[config.mk]
export PLATFORM = sky130hd
export DESIGN_NAME = dtsc_trigger_status
export DESIGN_NICKNAME = d
export VERILOG_FILES = /design/src/hw/dtsc_trace_mem.v /design/src/hw/dtsc_trigger_status.v
export VERILOG_INCLUDE_DIRS = /design/src /design/src/hw
export SDC_FILE = /design/constraint.sdc
export NUM_CORES = 1
export LEC_CHECK = 0
export ABC_CLOCK_PERIOD_IN_PS = 9000
export BUFFER_PORTS_ARGS = -buffer_cell sky130_fd_sc_hd__buf_2
export CAP_MARGIN = 20
export CORE_MARGIN = 2
export CORE_UTILIZATION = 55
export CTS_CLUSTER_DIAMETER = 50
export DETAILED_ROUTE_END_ITERATION = 16
export GPL_ROUTABILITY_DRIVEN = 1
export PLACE_DENSITY = 0.81
export SLEW_MARGIN = 20
export SYNTH_ARGS = -nofsm -noshare
export SYNTH_HDL_FRONTEND = slang
export SYNTH_HIERARCHICAL = 1
export SYNTH_SLANG_ARGS = --single-unit
[constraint.sdc]
create_clock -name clock -period 9 [get_ports clock]
set_input_delay 0.9 -clock clock [delete_from_list [all_inputs] [get_ports clock]]
set_output_delay 0.9 -clock clock [all_outputs]
set_load 0.005 [all_outputs]
[src/hw/dtsc_defs.vh]
// Purpose: constants shared by the debug trigger and status logic
// Assumes: included by bare name from the design files
// Notes:   offsets are byte addresses on the apb bus
`ifndef DTSC_DEFS_VH
`define DTSC_DEFS_VH

// register byte offsets
`define DTSC_OFF_CTRL      12'h000
`define DTSC_OFF_TRIG      12'h004
`define DTSC_OFF_STAT      12'h008
`define DTSC_OFF_FIFO      12'h00c

// control register fields
`define DTSC_CTRL_EN_BIT   7
`define DTSC_CTRL_ARM_BIT  6

// trigger configuration fields
`define DTSC_TRIG_OPQ_BIT  7
`define DTSC_TRIG_BEG_BIT  6
`define DTSC_TRIG_MODE_HI  3

// status fields
`define DTSC_STAT_AF_BIT   7
`define DTSC_STAT_BF_BIT   6
`define DTSC_STAT_ARM_BIT  5

// reset values
`define DTSC_CTRL_RST      8'h00
`define DTSC_TRIG_RST      8'h00
`define DTSC_CNT_RST       4'h0

// trigger mode codes
`define DTSC_MODE_A        4'h0
`define DTSC_MODE_A_OR_B   4'h1
`define DTSC_MODE_A_THEN_B 4'h2
`define DTSC_MODE_EV_B     4'h3
`define DTSC_MODE_A_EV_B   4'h4
`define DTSC_MODE_A_AND_D  4'h5
`define DTSC_MODE_A_NOT_D  4'h6
`define DTSC_MODE_INSIDE   4'h7
`define DTSC_MODE_OUTSIDE  4'h8

// trace storage depth and the count one short of full
`define DTSC_FIFO_WORDS    4'h8
`define DTSC_FIFO_LAST     4'h7

`endif

[src/hw/dtsc_trace_mem.v]
// Purpose: small trace word store, one write port and one registered read port
// Assumes: single clock, read address is presented one cycle ahead
// Notes:   array has no reset; only the read register does
module dtsc_trace_mem #(
  parameter WIDTH = 16,
  parameter DEPTH = 8,
  parameter AW    = 3
) (
  // clock and reset
  input  wire             clock,
  input  wire             resetn,
  // write port
  input  wire             wrEn,
  input  wire [AW-1:0]    wrAddr,
  input  wire [WIDTH-1:0] wrData,
  // read port
  input  wire [AW-1:0]    rdAddr,
  output reg  [WIDTH-1:0] rdData
);

  reg [WIDTH-1:0] store [0:DEPTH-1];

  // write words as they are captured
  always @(posedge clock) begin
    if (wrEn) begin
      store[wrAddr] <= wrData;
    end
  end

  // read data always comes out of a register
  always @(posedge clock or negedge resetn) begin
    if (!resetn) begin
      rdData <= {WIDTH{1'b0}};
    end else begin
      rdData <= store[rdAddr];
    end
  end

endmodule

[src/hw/dtsc_trigger_status.v]
// Purpose: trigger selection, run control and status of the debug trace block
// Assumes: cpu bus and comparator inputs are on clock; secure is asynchronous
// Notes:   apb slave, zero wait in access phase, unmapped addresses answer pslverr
`include "dtsc_defs.vh"

module dtsc_trigger_status #(
  parameter FIFO_AW = 3
) (
  // clock and reset
  input  wire        clock,
  input  wire        resetn,
  // apb slave
  input  wire        psel,
  input  wire        penable,
  input  wire        pwrite,
  input  wire [11:0] paddr,
  input  wire [31:0] pwdata,
  output reg  [31:0] prdata,
  output reg         pready,
  output reg         pslverr,
  // cpu bus and comparator results
  input  wire        busCycle,
  input  wire [15:0] busAddr,
  input  wire [7:0]  busData,
  input  wire        cmpAMatch,
  input  wire        cmpBMatch,
  input  wire        cmpBDataMatch,
  input  wire        addrGeA,
  input  wire        addrLeB,
  input  wire        opcodeFetch,
  input  wire        opcodeExecute,
  // device security level
  input  wire        secure
);

  // trigger mode decode, used for the live trigger
  function trigDecode;
    input [3:0] mode;
    input       aHit;
    input       bHit;
    input       seqA;
    input       dataB;
    input       cyc;
    input       inRange;
    begin
      case (mode)
        `DTSC_MODE_A:        trigDecode = aHit;
        `DTSC_MODE_A_OR_B:   trigDecode = aHit | bHit;
        `DTSC_MODE_A_THEN_B: trigDecode = seqA & bHit;
        `DTSC_MODE_EV_B:     trigDecode = bHit;
        `DTSC_MODE_A_EV_B:   trigDecode = aHit;
        `DTSC_MODE_A_AND_D:  trigDecode = aHit & dataB;
        `DTSC_MODE_A_NOT_D:  trigDecode = aHit & ~dataB;
        `DTSC_MODE_INSIDE:   trigDecode = cyc & inRange;
        `DTSC_MODE_OUTSIDE:  trigDecode = cyc & ~inRange;
        default:             trigDecode = 1'b0;
      endcase
    end
  endfunction

  // address decode, used for mapping and for the fifo advance
  function isAddr;
    input [11:0] a;
    input [11:0] off;
    begin
      isAddr = (a == off);
    end
  endfunction

  // state, and the reset images of the control and trigger registers
  localparam [7:0] CTRL_RST = `DTSC_CTRL_RST, TRIG_RST = `DTSC_TRIG_RST;
  reg               secureMeta_reg;
  reg               secure_reg;
  reg               enable_reg;
  reg               arm_reg;
  reg               opqSel_reg;
  reg               beginSel_reg;
  reg  [3:0]        mode_reg;
  reg               aFlag_reg;
  reg               bFlag_reg;
  reg  [3:0]        count_reg;
  reg  [FIFO_AW-1:0] wrPtr_reg;
  reg  [FIFO_AW-1:0] rdPtr_reg;
  reg  [FIFO_AW-1:0] rdPtr_next;
  reg               storing_reg;
  reg               seqA_reg;
  reg               tagPending_reg;
  reg  [31:0]       rdMux;

  wire [15:0]       memRdData;
  wire              setupPhase;
  wire              accessEdge;
  wire              wrAcc;
  wire              rdAcc;
  wire              mapped;
  wire              ctrlWr;
  wire              wrEnable;
  wire              startRun;
  wire              stopRun;
  wire              eventOnly;
  wire              beginTrace;
  wire              aHit;
  wire              bHit;
  wire              rawTrig;
  wire              qualTrig;
  wire              trigNow;
  wire              storeEvent;
  wire              storeNow;
  wire              fullAfter;
  wire              runDone;
  wire [15:0]       storeWord;
  wire [FIFO_AW-1:0] wrPtrInc;
  wire              fifoAdvance;

  // apb phase decode
  assign setupPhase = psel & ~penable;
  assign accessEdge = psel & penable & pready;
  assign wrAcc      = accessEdge & pwrite;
  assign rdAcc      = accessEdge & ~pwrite;
  assign mapped     = isAddr(paddr, `DTSC_OFF_CTRL) | isAddr(paddr, `DTSC_OFF_TRIG) |
                      isAddr(paddr, `DTSC_OFF_STAT) | isAddr(paddr, `DTSC_OFF_FIFO);
  // control writes: enable gated by security, arm gated by enable
  assign ctrlWr   = wrAcc & isAddr(paddr, `DTSC_OFF_CTRL);
  assign wrEnable = pwdata[`DTSC_CTRL_EN_BIT] & ~secure_reg;
  assign startRun = ctrlWr & wrEnable & pwdata[`DTSC_CTRL_ARM_BIT] & ~arm_reg;
  assign stopRun  = ctrlWr & (~pwdata[`DTSC_CTRL_ARM_BIT] | ~wrEnable);
  // run flavour
  assign eventOnly  = (mode_reg == `DTSC_MODE_EV_B) | (mode_reg == `DTSC_MODE_A_EV_B);
  assign beginTrace = eventOnly | beginSel_reg;
  // comparator hits and trigger selection
  assign aHit    = busCycle & cmpAMatch;
  assign bHit    = busCycle & cmpBMatch;
  assign rawTrig = trigDecode(mode_reg, aHit, bHit, seqA_reg, cmpBDataMatch,
                              busCycle, addrGeA & addrLeB);
  assign qualTrig = opqSel_reg ? (tagPending_reg & opcodeExecute) : rawTrig;
  assign trigNow  = arm_reg & qualTrig;
  // capture: event modes store b data bytes, others store fetch addresses
  assign storeEvent = eventOnly ? bHit : opcodeFetch;
  assign storeNow   = arm_reg & storeEvent & (~beginTrace | storing_reg | trigNow);
  assign storeWord  = eventOnly ? {8'h00, busData} : busAddr;
  assign wrPtrInc   = wrPtr_reg + {{(FIFO_AW-1){1'b0}}, 1'b1};
  // completion: begin trace on full, end trace on trigger
  assign fullAfter = (count_reg == `DTSC_FIFO_WORDS) |
                     (storeNow & (count_reg == `DTSC_FIFO_LAST));
  assign runDone   = arm_reg & (beginTrace ? (storeNow & (count_reg == `DTSC_FIFO_LAST))
                                           : trigNow);
  // fifo reads advance only while not armed
  assign fifoAdvance = rdAcc & isAddr(paddr, `DTSC_OFF_FIFO) & ~arm_reg;
  // read pointer next value feeds the memory so read data track it
  always @* begin
    rdPtr_next = rdPtr_reg;
    if (runDone) begin
      rdPtr_next = fullAfter ? (storeNow ? wrPtrInc : wrPtr_reg) : {FIFO_AW{1'b0}};
    end else if (startRun) begin
      rdPtr_next = {FIFO_AW{1'b0}};
    end else if (fifoAdvance) begin
      rdPtr_next = rdPtr_reg + {{(FIFO_AW-1){1'b0}}, 1'b1};
    end
  end

  // read data mux
  always @* begin
    rdMux = 32'h0000_0000;
    if (isAddr(paddr, `DTSC_OFF_CTRL)) begin
      rdMux[`DTSC_CTRL_EN_BIT]  = enable_reg;
      rdMux[`DTSC_CTRL_ARM_BIT] = arm_reg;
    end else if (isAddr(paddr, `DTSC_OFF_TRIG)) begin
      rdMux[`DTSC_TRIG_OPQ_BIT] = opqSel_reg;
      rdMux[`DTSC_TRIG_BEG_BIT] = beginSel_reg;
      rdMux[`DTSC_TRIG_MODE_HI:0] = mode_reg;
    end else if (isAddr(paddr, `DTSC_OFF_STAT)) begin
      rdMux[`DTSC_STAT_AF_BIT]  = aFlag_reg;
      rdMux[`DTSC_STAT_BF_BIT]  = bFlag_reg;
      rdMux[`DTSC_STAT_ARM_BIT] = enable_reg & arm_reg;
      rdMux[3:0]                = count_reg;
    end else if (isAddr(paddr, `DTSC_OFF_FIFO)) begin
      rdMux[15:0] = memRdData;
    end
  end

  // apb answer: data and ready latched in setup, one access cycle
  always @(posedge clock or negedge resetn) begin
    if (!resetn) begin
      prdata  <= 32'h0000_0000;
      pready  <= 1'b0;
      pslverr <= 1'b0;
    end else begin
      pready  <= setupPhase;
      pslverr <= setupPhase & ~mapped;
      if (setupPhase & ~pwrite) begin
        prdata <= rdMux;
      end
    end
  end

  // security level synchroniser
  always @(posedge clock or negedge resetn) begin
    if (!resetn) begin
      secureMeta_reg <= 1'b1;
      secure_reg     <= 1'b1;
    end else begin
      secureMeta_reg <= secure;
      secure_reg     <= secureMeta_reg;
    end
  end

  // control register: enable and arm
  always @(posedge clock or negedge resetn) begin
    if (!resetn) begin
      enable_reg <= CTRL_RST[`DTSC_CTRL_EN_BIT];
      arm_reg    <= CTRL_RST[`DTSC_CTRL_ARM_BIT];
    end else begin
      if (ctrlWr) begin
        enable_reg <= wrEnable;
      end
      if (startRun) begin
        arm_reg <= 1'b1;
      end else if (stopRun | runDone) begin
        arm_reg <= 1'b0;
      end
    end
  end

  // trigger configuration, written only while unarmed
  always @(posedge clock or negedge resetn) begin
    if (!resetn) begin
      opqSel_reg   <= TRIG_RST[`DTSC_TRIG_OPQ_BIT];
      beginSel_reg <= TRIG_RST[`DTSC_TRIG_BEG_BIT];
      mode_reg     <= TRIG_RST[`DTSC_TRIG_MODE_HI:0];
    end else if (wrAcc & isAddr(paddr, `DTSC_OFF_TRIG) & ~arm_reg) begin
      opqSel_reg   <= pwdata[`DTSC_TRIG_OPQ_BIT];
      beginSel_reg <= pwdata[`DTSC_TRIG_BEG_BIT];
      mode_reg     <= pwdata[`DTSC_TRIG_MODE_HI:0];
    end
  end

  // match flags: cleared at run start, set wins while armed
  always @(posedge clock or negedge resetn) begin
    if (!resetn) begin
      aFlag_reg <= 1'b0;
      bFlag_reg <= 1'b0;
    end else begin
      if (arm_reg & aHit) begin
        aFlag_reg <= 1'b1;
      end else if (startRun) begin
        aFlag_reg <= 1'b0;
      end
      if (arm_reg & bHit) begin
        bFlag_reg <= 1'b1;
      end else if (startRun) begin
        bFlag_reg <= 1'b0;
      end
    end
  end

  // sequencing: a-then-b memory and opcode tag tracking
  always @(posedge clock or negedge resetn) begin
    if (!resetn) begin
      seqA_reg       <= 1'b0;
      tagPending_reg <= 1'b0;
      storing_reg    <= 1'b0;
    end else if (startRun) begin
      seqA_reg       <= 1'b0;
      tagPending_reg <= 1'b0;
      storing_reg    <= 1'b0;
    end else if (arm_reg) begin
      if (aHit) begin
        seqA_reg <= 1'b1;
      end
      if (opqSel_reg & opcodeFetch) begin
        tagPending_reg <= rawTrig;
      end else if (opcodeExecute) begin
        tagPending_reg <= 1'b0;
      end
      if (trigNow & beginTrace) begin
        storing_reg <= 1'b1;
      end
    end
  end

  // write pointer, valid count and read pointer
  always @(posedge clock or negedge resetn) begin
    if (!resetn) begin
      wrPtr_reg <= {FIFO_AW{1'b0}};
      rdPtr_reg <= {FIFO_AW{1'b0}};
      count_reg <= `DTSC_CNT_RST;
    end else begin
      rdPtr_reg <= rdPtr_next;
      if (startRun) begin
        wrPtr_reg <= {FIFO_AW{1'b0}};
        count_reg <= `DTSC_CNT_RST;
      end else if (storeNow) begin
        wrPtr_reg <= wrPtrInc;
        if (count_reg != `DTSC_FIFO_WORDS) begin
          count_reg <= count_reg + 4'h1;
        end
      end
    end
  end

  // trace word storage
  dtsc_trace_mem #(
    .WIDTH (16),
    .DEPTH (1 << FIFO_AW),
    .AW    (FIFO_AW)
  ) traceMem (
    .clock  (clock),
    .resetn (resetn),
    .wrEn   (storeNow),
    .wrAddr (wrPtr_reg),
    .wrData (storeWord),
    .rdAddr (rdPtr_next),
    .rdData (memRdData)
  );

endmodule

-- Word level (Yosys, flattened, before mapping)
Memories as Yosys holds them, arrays and structs flattened. A register that Yosys moved wholly into a read port is not among the register bits.
Index checks and enable logic that the tools add are counted.
- memories: 1
- bits in read-only memories: 0
- bits in registers: 43
- memory bits (writable): 128
- latch bits: 0
- shift-type cells: 0
- reduce and logical (&&, ||, !) cells: 17
- equality and inequality tests: 14
- add/sub/neg operators: 3
- multiply operators: 0
- div/mod/pow operators: 0
- mux-type cells: 43
- order comparisons: 0
- bitwise gates (word level): 57
- memories (name ; words ; bits a word ; rd ports ; clocked after Yosys merged registers in ; write ports ; RTL line ; text):
    traceMem.store ; 8 ; 16 ; 1 ; 1 ; 1 ; dtsc_trace_mem.v:21 ; reg [WIDTH-1:0] store [0:DEPTH-1];
- operators by type and width (operator ; count):
    1-bit AND ; 36
    16-bit 2-to-1 mux ; 2
    12-bit by 4-bit equality test with 1-bit output (second input constant) ; 2
    8-bit 2-to-1 mux ; 3
    1-bit 2-to-1 mux ; 21
    3-bit 2-to-1 mux ; 7
    4-bit by 3-bit equality test with 1-bit output (second input constant) ; 5
    4-bit 2-to-1 mux ; 5
    2-bit nonzero test ; 8
    12-bit by 3-bit equality test with 1-bit output (second input constant) ; 1
    12-bit zero test ; 1
    1-bit bitwise OR ; 11
    1-bit NOT ; 10
    4-bit by 2-bit equality test with 1-bit output (second input constant) ; 2
    4-bit equality test (second input constant) ; 2
    1-bit one-hot mux with 8 select lines ; 1
    2-bit AND reduction ; 4
    3-bit by 1-bit adder with 3-bit output (second input constant) ; 2
    2-bit 2-to-1 mux ; 3
    6-bit 2-to-1 mux ; 1
    4-bit by 1-bit adder with 4-bit output (second input constant) ; 1
    4-bit by 1-bit equality test with 1-bit output (second input constant) ; 1
    4-bit zero test ; 1
    4-bit != test (second input constant) ; 1
    3 further kinds ; 3

-- Longest topological paths before layout
Gate-level depths: netlist (run 1).
- depth after elaboration: 14
- mapped depth: 13
- depth with buffers taken out: 9

-- Modules after synthesis
The synthesis (run 1) kept the hierarchy.
- by module, submodules not included (module ; instances ; cells each ; area each (um^2)):
    dtsc_trace_mem ; 1 ; 214 ; 5373.9
    dtsc_trigger_status ; 1 ; 257 ; 2582.5

-- Worst setup path before layout (run 1)
OpenSTA, ideal clock, no wires.
- path kind: in2reg
- start: in cmpAMatch
- end: reg traceMem.rdData[0] (read register of traceMem.store)
- setup time: 0.125 ns
- arrival: 3.800 ns
- stages on the path: 10
- required time: 8.875 ns
- slack: 5.076 ns
- path buffers: 1
- cell sequence: a21oi_1 > a2bb2oi_1 > or4_1 > a2111oi_4 > nor2_2 > o311a_1 > a211oi_1 > buf_1 > mux4_2 > mux2_2
- longest elaborated chain between the ends: 11
- RTL lines (item ; RTL line ; text):
    from (decl) ; dtsc_trigger_status.v:25 ; input wire cmpAMatch,
    1-bit AND * ; dtsc_trigger_status.v:131 ; assign aHit = busCycle & cmpAMatch;
    1-bit AND, or another cell as far along ; dtsc_trigger_status.v:53 ; `DTSC_MODE_A_NOT_D: trigDecode = aHit & ~dataB;
    1-bit one-hot mux with 8 select lines * ; dtsc_trigger_status.v:46 ; case (mode)
    1-bit 2-to-1 mux * ; dtsc_trigger_status.v:135 ; assign qualTrig = opqSel_reg ? (tagPending_reg & opcodeExecute) : rawTrig;
    1-bit AND * ; dtsc_trigger_status.v:136 ; assign trigNow = arm_reg & qualTrig;
    1-bit bitwise OR ; dtsc_trigger_status.v:139 ; assign storeNow = arm_reg & storeEvent & (~beginTrace | storing_reg | trigNow);
    1-bit AND ; dtsc_trigger_status.v:139 ;
    1-bit AND ; dtsc_trigger_status.v:144, dtsc_trigger_status.v:145 ;
    1-bit bitwise OR or 1-bit 2-to-1 mux (tied branches) ; dtsc_trigger_status.v:143, dtsc_trigger_status.v:145 ;
    3-bit 2-to-1 mux or 1-bit AND (tied branches) ; dtsc_trigger_status.v:153, dtsc_trigger_status.v:145 ;
    3-bit 2-to-1 mux * ; dtsc_trigger_status.v:152 ; if (runDone) begin
    named net rdPtr_next[2] ; dtsc_trigger_status.v:84 ; reg [FIFO_AW-1:0] rdPtr_next;
    to (decl) ; dtsc_trace_mem.v:18 ; output reg [WIDTH-1:0] rdData
The timed path passes the listed nets; every way through them passes the cells marked *.
A chain may end at the register's enable or synchronous reset.

-- Worst setup path in the final report (run 1)
- start: reg mode_reg[1]
- end: reg traceMem.rdData[12] (read register of traceMem.store)
- longest elaborated chain between the ends: 11
- RTL lines (item ; RTL line ; text):
    from (decl) ; dtsc_trigger_status.v:78 ; reg [3:0] mode_reg;
    from (signal assigned) ; dtsc_trigger_status.v:229 ; mode_reg <= TRIG_RST[`DTSC_TRIG_MODE_HI:0];
    from (signal assigned) ; dtsc_trigger_status.v:233 ; mode_reg <= pwdata[`DTSC_TRIG_MODE_HI:0];
    4-bit by 3-bit equality test with 1-bit output, or another cell as far along ; dtsc_trigger_status.v:46 ;
    2-bit OR reduction (no source line) or 1-bit bitwise OR (tied branches) ; -- ;
    1-bit one-hot mux with 8 select lines or 1-bit bitwise OR (tied branches) ; dtsc_trigger_status.v:46, dtsc_trigger_status.v:129 ;
    1-bit 2-to-1 mux or 1-bit NOT (tied branches) ; dtsc_trigger_status.v:135, dtsc_trigger_status.v:139 ;
    1-bit AND or 1-bit bitwise OR (tied branches) ; dtsc_trigger_status.v:136, dtsc_trigger_status.v:139 ;
    1-bit bitwise OR ; dtsc_trigger_status.v:139 ;
    1-bit AND ; dtsc_trigger_status.v:139 ;
    1-bit AND ; dtsc_trigger_status.v:144, dtsc_trigger_status.v:145 ;
    1-bit bitwise OR or 1-bit 2-to-1 mux (tied branches) ; dtsc_trigger_status.v:143, dtsc_trigger_status.v:145 ;
    3-bit 2-to-1 mux or 1-bit AND (tied branches) ; dtsc_trigger_status.v:153, dtsc_trigger_status.v:145 ;
    3-bit 2-to-1 mux * ; dtsc_trigger_status.v:152 ;
    named net rdPtr_next[0] ; dtsc_trigger_status.v:84 ;
Marked as above.

==> results of run 1 <==
==> power groups by stage <==
stage | clock network, mW | logic (mW) | registers (mW)
2_1_floorplan | 0 | 0.312 | 1.06
3_3_place_gp | 0 | 0.400 | 1.08
3_5_place_dp | 0 | 0.417 | 1.09
4_1_cts | 0.716 | 0.427 | 1.07
5_1_grt | 0.754 | 0.455 | 1.08
6_report | 0.703 | 0.425 | 1.07
==> cells in the final DEF, fill, tap and decap left out, types with 4 or more instances in the layout <==
master,instances
edfxtp_1,128
buf_2,73
dfrtp_1,57
mux2_2,36
mux4_1,28
nand2_1,23
clkbuf_16,17
nor2_1,16
conb_1,16
inv_1,13
o21ai_0,12
and2_1,12
a22o_1,9
nand2b_1,8
a21oi_1,8
buf_4,7
mux4_2,6
mux2i_1,5
nor2_2,5
nand3_1,4
nor3_1,4
a22oi_1,4
o31ai_1,4
ha_1,4
clkbuf_1,4
==> through the flow <==
stage	instances	hold slack, ps	cell area [um2]	util [%]	setup WS [ps]
2_1_floorplan	486	345	8010	-	5080
3_3_place_gp	709	346	8500	60.8	4470
3_5_place_dp	709	348	8500	60.8	4370
4_1_cts	741	357	9060	64.7	4490
5_1_grt	742	360	9070	64.8	4300
6_report	742	356	9070	64.8	4480
==> worst paths after layout <==
path | from | to | slack (ps) | cells past startpoint
worst max-delay path | mode_reg[1]$_DFFE_PN0P_ | traceMem/rdData[12]$_DFF_PN0_ | 4480 | 11
worst min-delay path | secureMeta_reg$_DFF_PN1_ | secure_reg$_DFF_PN1_ | 360 | 0
worst max register to register | mode_reg[1]$_DFFE_PN0P_ | traceMem/rdData[12]$_DFF_PN0_ | 4480 | 11
worst min register to register | secureMeta_reg$_DFF_PN1_ | secure_reg$_DFF_PN1_ | 360 | 0
max in group asynchronous | resetn | wrPtr_reg[1]$_DFF_PN0_ | 7890 | 2
min in group asynchronous | resetn | mode_reg[1]$_DFFE_PN0P_ | 620 | 2
==> layout make-up <==
class,count,area share (%)
sequential,187,58.7
clock inverter,11,1.31
inverter,13,0.538
tap,180,2.48
multi-input combinational,249,27.4
timing repair buffer,81,4.73
clock buffer,21,4.86
==> layer usage <==
layer	vias up	GRT usage [%]	wire (um)
li1	1971	-	-
met1	2197	26.6	6440
met2	171	34.5	7910
met3	30	5.71	1020
met4	0	9.58	389
met5	-	0	0
==> kinds of logic after synthesis <==
group	after synthesis	share of synthesized area (%)
xor+xnor	6	0.661
flops	187	66.9
fa+ha+maj	4	0.629
mux	75	16.7
other cells	1	0.0471
compound gates	58	5.60
simple gates	90	5.83
buf+inv	50	3.66
==> flow_metrics.py, run 1 <==
metrics = {
    "logic_synthesis": {
        "synth_top_area_share_pct": 48.3,
        "synthArstFlopShare_pct": 31.6,
        "syn_inst": 471,
        "netlist_top_cells_area": "edfxtp_1, dfrtp_1, mux4_1",
        "synth-seq-area-share_pct": 66.9,
        "ys_types": 55,
        "netlist_area_um2": 7960,
        "synth_seq_cells": 187,
        "synthTopCellsByCount": "edfxtp_1, dfrtp_1, mux2_2",
        "yosysTopAreaCell": "edfxtp_1",
        "ys.flop_type": "edfxtp_1",
        "synth.most_common_cell": "edfxtp_1",
        "synth_edf_count": 128,
        "syn_area_per_cell_um2": 16.9,
        "synth_warnings": 6,
    },
    "sta": {
        "slew_headroom_pct": 27.3,
        "worstMarginPinSlew_ps": 1090,
        "finalSetupTns_ps": 0,
        "fin_crit_sh_pct": 50.2,
        "fin_skew_ps": 7.72,
        "rsz0062_at_grt": "false",
        "min_period_ps": 4520,
        "final-setup-viol-count": 0,
        "fmax_mhz": 221,
        "report.final.slew_viol_count": 0,
        "hold_violations": 0,
    },
    "setup_path": {
        "path_buf_inv": 2,
        "critical_path.top_delay_family": "multiplexers",
        "required_ps": 9290,
        "crit_path_max_fanout": 33,
        "critPathMaxStageDelay_ps": 680,
        "cp_cell_sequence": "nor4b_2 -> a31oi_2 -> buf_4 -> mux2_2 -> a2111oi_4 -> nor2_2 -> o311a_1 -> a31oi_4 -> buf_4 -> mux4_1 -> mux2_2",
        "slowest_stage": "mux4_1",
        "startpoint_type": "register",
        "cp_data_arrival_time_ps": 4810,
        "path_class": "reg2reg",
        "cp-end-kind": "register",
    },
    "power_and_ir_drop": {
        "internal-power_mw": 1.62,
        "powerDensity_nw_per_um2": 243,
        "power_switching_uw": 575,
        "total_power_mw": 2.20,
        "clock_power_share_pct": 31.9,
        "ir_drop_v": 0.000147,
        "seq_power_share_pct": 48.7,
        "p_comb_share_pct": 19.3,
        "cellLeakagePower_nw": 3.46,
        "p_sw_share_pct": 26.2,
    },
    "layout": {
        "drive_above_1_share_pct": 30.2,
        "regMostFlops": "traceMem/store",
        "fill_cells": 971,
        "largest_reg_flops": 128,
        "antennaDiodeCount": 0,
        "largestRegisters": "traceMem/store: 128 flops, prdata: 16 flops, traceMem/rdData: 16 flops",
        "area_growth_pct": 14.0,
        "nNetsFinal": 635,
        "multi_input_area_um2": 2480,
        "seq_area_um2": 5320,
    },
    "clocking": {
        "cts_hold_buf": 0,
        "cts.sink_count": 187,
        "clk_pin_slew_worst_paths_ps": 60,
        "htreeDepth": 4,
        "post_cts_buffers": 0,
        "clk_path_buf_depth": 2,
        "numCtsBuffers": 17,
        "root_buffer": "clkbuf_16",
        "cts_tree": "built",
        "worstSkewPairLatency_ps": 420,
        "post_cts_resized": 0,
    },
    "route": {
        "routedWlPerCell_um": 21.2,
        "vias": 4369,
        "drc": 0,
        "ant_nets": 0,
        "first_pass_iters": 5,
        "via_per_inst": 5.89,
        "first_iter_violations": 418,
        "wl_um": 15800,
    },
    "global_route": {
        "grtUsageTotal_pct": 21.1,
        "grt_pass1_vias": 4471,
        "antenna_found_initial": 0,
        "grt_max_degree": 60,
        "grt_overflow_total": 0,
        "grt_first_pass_wirelength_um": 24600,
    },
    "die": {
        "die_y_um": 124,
        "fp.coreArea_um2": 14000,
        "ioPinCount": 116,
        "floorplan.rows": 43,
        "dieArea_um2": 15400,
        "die_w_um": 124,
        "start_util_pct": 56.9,
    },
    "place": {
        "numPortBuffers": 73,
        "dp_hpwl_um": 9710,
        "gp_congestion": 0.863,
    },
    "run_status": {
        "status": "complete, no violations",
    },
    "min_path": {
        "hp-class": "reg2reg",
    },
    "flow_run": {
        "maxCapViolCount": 0,
    },
}
No activity file was read; power rests on OpenSTA's default activity.
==> run 2: changes to the inputs <==
--- a/config.mk
+++ b/config.mk
@@ -6,7 +6,7 @@
 export SDC_FILE = /design/constraint.sdc
 export NUM_CORES = 1
 export LEC_CHECK = 0
-export ABC_CLOCK_PERIOD_IN_PS = 9000
+export ABC_CLOCK_PERIOD_IN_PS = 4600
 export BUFFER_PORTS_ARGS = -buffer_cell sky130_fd_sc_hd__buf_2
 export CAP_MARGIN = 20
 export CORE_MARGIN = 2
==> constraint.sdc (replaced) <==
create_clock -name clock -period 4.6 [get_ports clock]
set_input_delay 0.46 -clock clock [delete_from_list [all_inputs] [get_ports clock]]
set_output_delay 0.46 -clock clock [all_outputs]
set_load 0.005 [all_outputs]
==> run 2 against run 1 <==
  * First-iteration DRC count grew 6.9%
  * Clock power grew 91%
  * Routed wire length grew 0.86%
  * Die area is the same
  * Total power grew 95%
  * Cell area grew 0.37%
  * Largest power group unchanged
  * Via count grew 2.6%
  * Worst setup slack lost 4100 ps
  * Sequential cell count is the same
==> flow_metrics.py, run 2 (synthesis results as in run 1) <==
metrics = {
    "run_status": {
        "status": "complete, no violations",
    },
    "route": {
        "first_pass_iters": 5,
        "ant_nets": 0,
        "routedWlPerCell_um": 21.2,
        "vias": 4483,
        "drc": 0,
        "first_iter_violations": 447,
        "wl_um": 15900,
        "via_per_inst": 5.97,
    },
    "clocking": {
        "post_cts_resized": 0,
        "root_buffer": "clkbuf_16",
        "worstSkewPairLatency_ps": 420,
        "htreeDepth": 4,
        "post_cts_buffers": 0,
        "numCtsBuffers": 17,
        "cts_hold_buf": 0,
        "cts_tree": "built",
        "cts.sink_count": 187,
        "clk_pin_slew_worst_paths_ps": 60,
        "clk_path_buf_depth": 2,
    },
    "global_route": {
        "grt_max_degree": 60,
        "grtUsageTotal_pct": 21.2,
        "grt_pass1_vias": 4518,
        "antenna_found_initial": 0,
        "grt_overflow_total": 0,
        "grt_first_pass_wirelength_um": 24900,
    },
    "setup_path": {
        "slowest_stage": "mux4_1",
        "path_class": "reg2reg",
        "cp_cell_sequence": "a21oi_1 -> a2bb2oi_1 -> or4_1 -> a2111oi_4 -> nor2_2 -> o311a_1 -> a31oi_4 -> buf_12 -> mux4_1 -> mux2_2",
        "startpoint_type": "register",
        "cp-end-kind": "register",
        "cp_data_arrival_time_ps": 4470,
        "crit_path_max_fanout": 20,
        "critPathMaxStageDelay_ps": 600,
        "required_ps": 4900,
    },
    "power_and_ir_drop": {
        "seq_power_share_pct": 48.8,
        "p_comb_share_pct": 19.8,
        "ir_drop_v": 0.000351,
        "p_sw_share_pct": 26.3,
        "cellLeakagePower_nw": 3.51,
        "internal-power_mw": 3.16,
        "clock_power_share_pct": 31.4,
        "powerDensity_nw_per_um2": 471,
        "power_switching_mw": 1.13,
    },
    "layout": {
        "area_growth_pct": 14.4,
        "largestRegisters": "traceMem/store: 128 flops, prdata: 16 flops, traceMem/rdData: 16 flops",
        "final_common_cell": "edfxtp_1",
        "fin_area_um2": 9100,
        "instances_no_fill": 751,
        "final_cell_mix": "edfxtp_1, buf_2, dfrtp_1",
        "largest_reg_flops": 128,
        "drive_above_1_share_pct": 30.8,
        "antennaDiodeCount": 0,
        "regMostFlops": "traceMem/store",
        "nNetsFinal": 644,
    },
    "die": {
        "ioPinCount": 116,
        "die_y_um": 124,
        "fp.coreArea_um2": 14000,
        "floorplan.rows": 43,
        "start_util_pct": 56.9,
        "dieArea_um2": 15400,
        "die_w_um": 124,
    },
    "sta": {
        "worstMarginPinSlew_ps": 936,
        "hold_violations": 0,
        "slew_headroom_pct": 37.1,
        "fmax_mhz": 240,
        "report.final.slew_viol_count": 0,
        "rsz0062_at_grt": "false",
        "final-setup-viol-count": 0,
        "fin_crit_sh_pct": 90.7,
        "min_period_ps": 4170,
        "finalSetupTns_ps": 0,
        "fin_skew_ps": 7.89,
    },
    "place": {
        "dp_hpwl_um": 10200,
        "gp_congestion": 0.861,
        "post_dp_cell_area_um2": 8560,
        "dp_cells": 719,
        "numPortBuffers": 73,
    },
    "min_path": {
        "hp-class": "in2reg",
    },
    "flow_run": {
        "maxCapViolCount": 0,
    },
}
-- run 2: cell type report --
class                   instances  area (um2)
flip-flops and latches        187        5320
well taps                     180         225
fillers                       943        4890
clock buffers                  22         454
inverters                      13        48.8
multi-input cells             249        2450
repair buffers                 90         505
clock inverters                10        92.6
-- run 2: worst paths after layout --
path,from,end,slack [ps],depth (start not counted)
min in group asynchronous,resetn,opqSel_reg$_DFFE_PN0P_,190,2
hold reg to reg,secureMeta_reg$_DFF_PN1_,secure_reg$_DFF_PN1_,360,0
setup / recovery,mode_reg[0]$_DFFE_PN0P_,traceMem/rdData[15]$_DFF_PN0_,430,10
max in group asynchronous,resetn,prdata[14]$_DFFE_PN0P_,3910,2
hold / removal,secure,secureMeta_reg$_DFF_PN1_,140,1
setup reg to reg,mode_reg[0]$_DFFE_PN0P_,traceMem/rdData[15]$_DFF_PN0_,430,10
-- run 2: layer usage --
layer	GRT usage, %	vias up	routed length, um	part of all wire [%]
li1	-	1992	-	-
met1	27.7	2276	6430	40
met2	35.6	195	8200	52
met3	4.90	20	1010	6.4
met4	6.81	0	246	1.5
met5	0	-	0	0
-- run 2: power by group through the flow --
stage	sequential, mW	clock [mW]	combinational [mW]
6_report	2.09	1.34	0.849
2_1_floorplan	2.07	0	0.611
4_1_cts	2.09	1.37	0.856
3_3_place_gp	2.10	0	0.807
5_1_grt	2.10	1.44	0.914
3_5_place_dp	2.12	0	0.838
-- run 2: critical path: cells and delay by family (launching register included) --
| family | cells | cell delay [ps] |
|---|---|---|
| AO/OA/AOI/OAI | 5 | 1660 |
| multiplexers | 2 | 900 |
| AND/OR/NAND/NOR | 2 | 680 |
| flip-flops | 1 | 560 |
| buffers and inverters | 1 | 250 |
-- run 2: stage by stage --
| stage | utilization, % | setup slack, ps | total power, mW | hold WS, ps |
|---|---|---|---|---|
| final | 65.1 | 427 | 4.29 | 144 |
| after global routing | 65.1 | 285 | 4.46 | 129 |
| after CTS | 65.1 | 426 | 4.31 | 126 |
| after detailed placement | 61.2 | 492 | 2.95 | 348 |
| after global placement | 61.2 | 559 | 2.91 | 347 |
| after floorplan | - | 1060 | 2.68 | 164 |
==> run 3: changes to the inputs <==
--- a/config.mk
+++ b/config.mk
@@ -6,7 +6,7 @@
 export SDC_FILE = /design/constraint.sdc
 export NUM_CORES = 1
 export LEC_CHECK = 0
-export ABC_CLOCK_PERIOD_IN_PS = 4600
+export ABC_CLOCK_PERIOD_IN_PS = 4900
 export BUFFER_PORTS_ARGS = -buffer_cell sky130_fd_sc_hd__buf_2
 export CAP_MARGIN = 20
 export CORE_MARGIN = 2
==> constraint.sdc (replaced) <==
create_clock -name clock -period 4.9 [get_ports clock]
set_input_delay 0.49 -clock clock [delete_from_list [all_inputs] [get_ports clock]]
set_output_delay 0.49 -clock clock [all_outputs]
set_load 0.005 [all_outputs]
==> run 3 against run 2 <==
  * Worst hold slack improved by 19 ps
  * Critical path depth unchanged
  * Sequential cell count unchanged
  * Sequential power decreased by 6%
  * First-iteration DRC count decreased by 25%
  * Cell area decreased by 0.66%
==> flow_metrics.py, run 3 (synthesis results as in run 1) <==
metrics = {
    "layout": {
        "fin_util_pct": 64.6,
        "final_cell_mix": "edfxtp_1, buf_2, dfrtp_1",
        "largest_reg_flops": 128,
        "regMostFlops": "traceMem/store",
        "fill_cells": 953,
        "nNetsFinal": 639,
        "area_growth_pct": 13.6,
        "drive_above_1_share_pct": 30.4,
        "largestRegisters": "traceMem/store: 128 flops, prdata: 16 flops, traceMem/rdData: 16 flops",
        "antennaDiodeCount": 0,
        "final_common_cell": "edfxtp_1",
        "fin_area_um2": 9040,
    },
    "power_and_ir_drop": {
        "p_comb_share_pct": 19.6,
        "power_switching_mw": 1.08,
        "clock_power_share_pct": 30.7,
        "internal-power_mw": 2.89,
        "total_power_mw": 3.97,
        "p_sw_share_pct": 27.2,
        "ir_drop_v": 0.000291,
        "seq_power_share_pct": 49.6,
        "powerDensity_nw_per_um2": 439,
        "cellLeakagePower_nw": 3.48,
    },
    "setup_path": {
        "crit_path_max_fanout": 33,
        "startpoint_type": "register",
        "cp-end-kind": "register",
        "ff2ff_path_depth": 10,
        "cp_cell_sequence": "a21oi_1 -> a2bb2oi_1 -> or4_1 -> a2111oi_4 -> nor2_2 -> o311a_1 -> a31oi_4 -> buf_4 -> mux4_1 -> mux2_2",
        "cp_data_arrival_time_ps": 4520,
        "required_ps": 5200,
        "r2r-end": "traceMem/rdData[9]$_DFF_PN0_",
        "path_class": "reg2reg",
        "reg2reg_from": "mode_reg[0]$_DFFE_PN0P_",
        "slowest_stage": "mux4_1",
        "critical_path.top_delay_family": "compound AO/OA/AOI/OAI gates",
        "reg2reg_slack_ps": 680,
        "path_buf_inv": 1,
        "critPathMaxStageDelay_ps": 670,
    },
    "clocking": {
        "post_cts_resized": 0,
        "cts_hold_buf": 0,
        "post_cts_buffers": 0,
        "clk_pin_slew_worst_paths_ps": 70,
        "htreeDepth": 4,
        "cts_tree": "built",
        "worstSkewPairLatency_ps": 420,
        "cts.sink_count": 187,
        "clk_path_buf_depth": 2,
        "root_buffer": "clkbuf_16",
        "numCtsBuffers": 17,
    },
    "min_path": {
        "worstHoldEndpoint": "secureMeta_reg$_DFF_PN1_",
        "min_path_cells": 1,
        "hp-start": "secure",
        "hp-class": "in2reg",
    },
    "sta": {
        "fin_ws_ps": 679,
        "fin_skew_ps": 11.1,
        "slew_headroom_pct": 34.0,
        "finalSetupTns_ps": 0,
        "fmax_mhz": 237,
        "rsz0062_at_grt": "false",
        "fin_crit_sh_pct": 86.1,
        "hold_violations": 0,
        "worstMarginPinSlew_ps": 988,
        "final-setup-viol-count": 0,
        "min_period_ps": 4220,
        "report.final.slew_viol_count": 0,
    },
    "route": {
        "first_iter_violations": 337,
        "routedWlPerCell_um": 20.9,
        "drc": 0,
        "first_pass_iters": 5,
        "ant_nets": 0,
        "wl_um": 15600,
        "vias": 4378,
        "via_per_inst": 5.88,
    },
    "die": {
        "ioPinCount": 116,
        "die_w_um": 124,
        "dieArea_um2": 15400,
        "start_util_pct": 56.9,
        "floorplan.rows": 43,
        "die_y_um": 124,
        "fp.coreArea_um2": 14000,
    },
    "place": {
        "post_dp_cell_area_um2": 8520,
        "gp_congestion": 0.838,
        "numPortBuffers": 73,
        "post-place-ws_ps": 686,
        "dp_hpwl_um": 10000,
    },
    "global_route": {
        "grt_overflow_total": 0,
        "grt_first_pass_wirelength_um": 24800,
        "grt_max_degree": 60,
        "grt_pass1_vias": 4504,
        "grtUsageTotal_pct": 21.2,
        "antenna_found_initial": 0,
    },
    "run_status": {
        "status": "complete, no violations",
    },
    "flow_run": {
        "maxCapViolCount": 0,
    },
}
-- run 3: per-stage QoR --
| stage | hold WS [ps] | cells |
|---|---|---|
| after floorplan | 194 | 486 |
| after global placement | 346 | 714 |
| after detailed placement | 348 | 714 |
| after CTS | 149 | 745 |
| after global routing | 151 | 745 |
| final | 163 | 745 |
-- run 3: final cells by class --
class | instances | area [um2] | area share (%)
Timing Repair Buffer | 85 | 455 | 5.04
Inverter | 13 | 48.8 | 0.540
Clock inverter | 13 | 95.1 | 1.05
Sequential cell | 187 | 5320 | 58.9
Multi-Input combinational cell | 249 | 2470 | 27.3
Tap cell | 180 | 225 | 2.49
Clock buffer | 18 | 429 | 4.75
-- run 3: power by group through the flow --
stage	sequential, mW	combinational (mW)	clock, mW
2_1_floorplan	1.94	0.574	0
3_3_place_gp	1.98	0.732	0
3_5_place_dp	2.00	0.765	0
4_1_cts	1.97	0.781	1.24
5_1_grt	1.98	0.844	1.30
6_report	1.97	0.778	1.22
-- run 3: how the worst max path moves through the flow --
stage / from / to / slack, ps / cells past startpoint
3_5_place_dp: cmpAMatch / traceMem/rdData[9]$_DFF_PN0_ / 690 / 11
5_1_grt: mode_reg[0]$_DFFE_PN0P_ / traceMem/rdData[11]$_DFF_PN0_ / 470 / 10
4_1_cts: mode_reg[0]$_DFFE_PN0P_ / traceMem/rdData[11]$_DFF_PN0_ / 680 / 10
2_1_floorplan: mode_reg[3]$_DFFE_PN0P_ / traceMem/rdData[0]$_DFF_PN0_ / 1360 / 9
6_report: mode_reg[0]$_DFFE_PN0P_ / traceMem/rdData[9]$_DFF_PN0_ / 680 / 10
3_3_place_gp: cmpAMatch / traceMem/rdData[12]$_DFF_PN0_ / 780 / 11
-- run 3: metal layers --
| metal | vias up | track usage (%) | share of wire [%] |
|---|---|---|---|
| met5 | - | 0 | 0 |
| met4 | 0 | 8.59 | 2.2 |
| met3 | 25 | 5.03 | 5.9 |
| met2 | 177 | 34.7 | 51 |
| met1 | 2195 | 27.6 | 41 |
| li1 | 1981 | - | - |
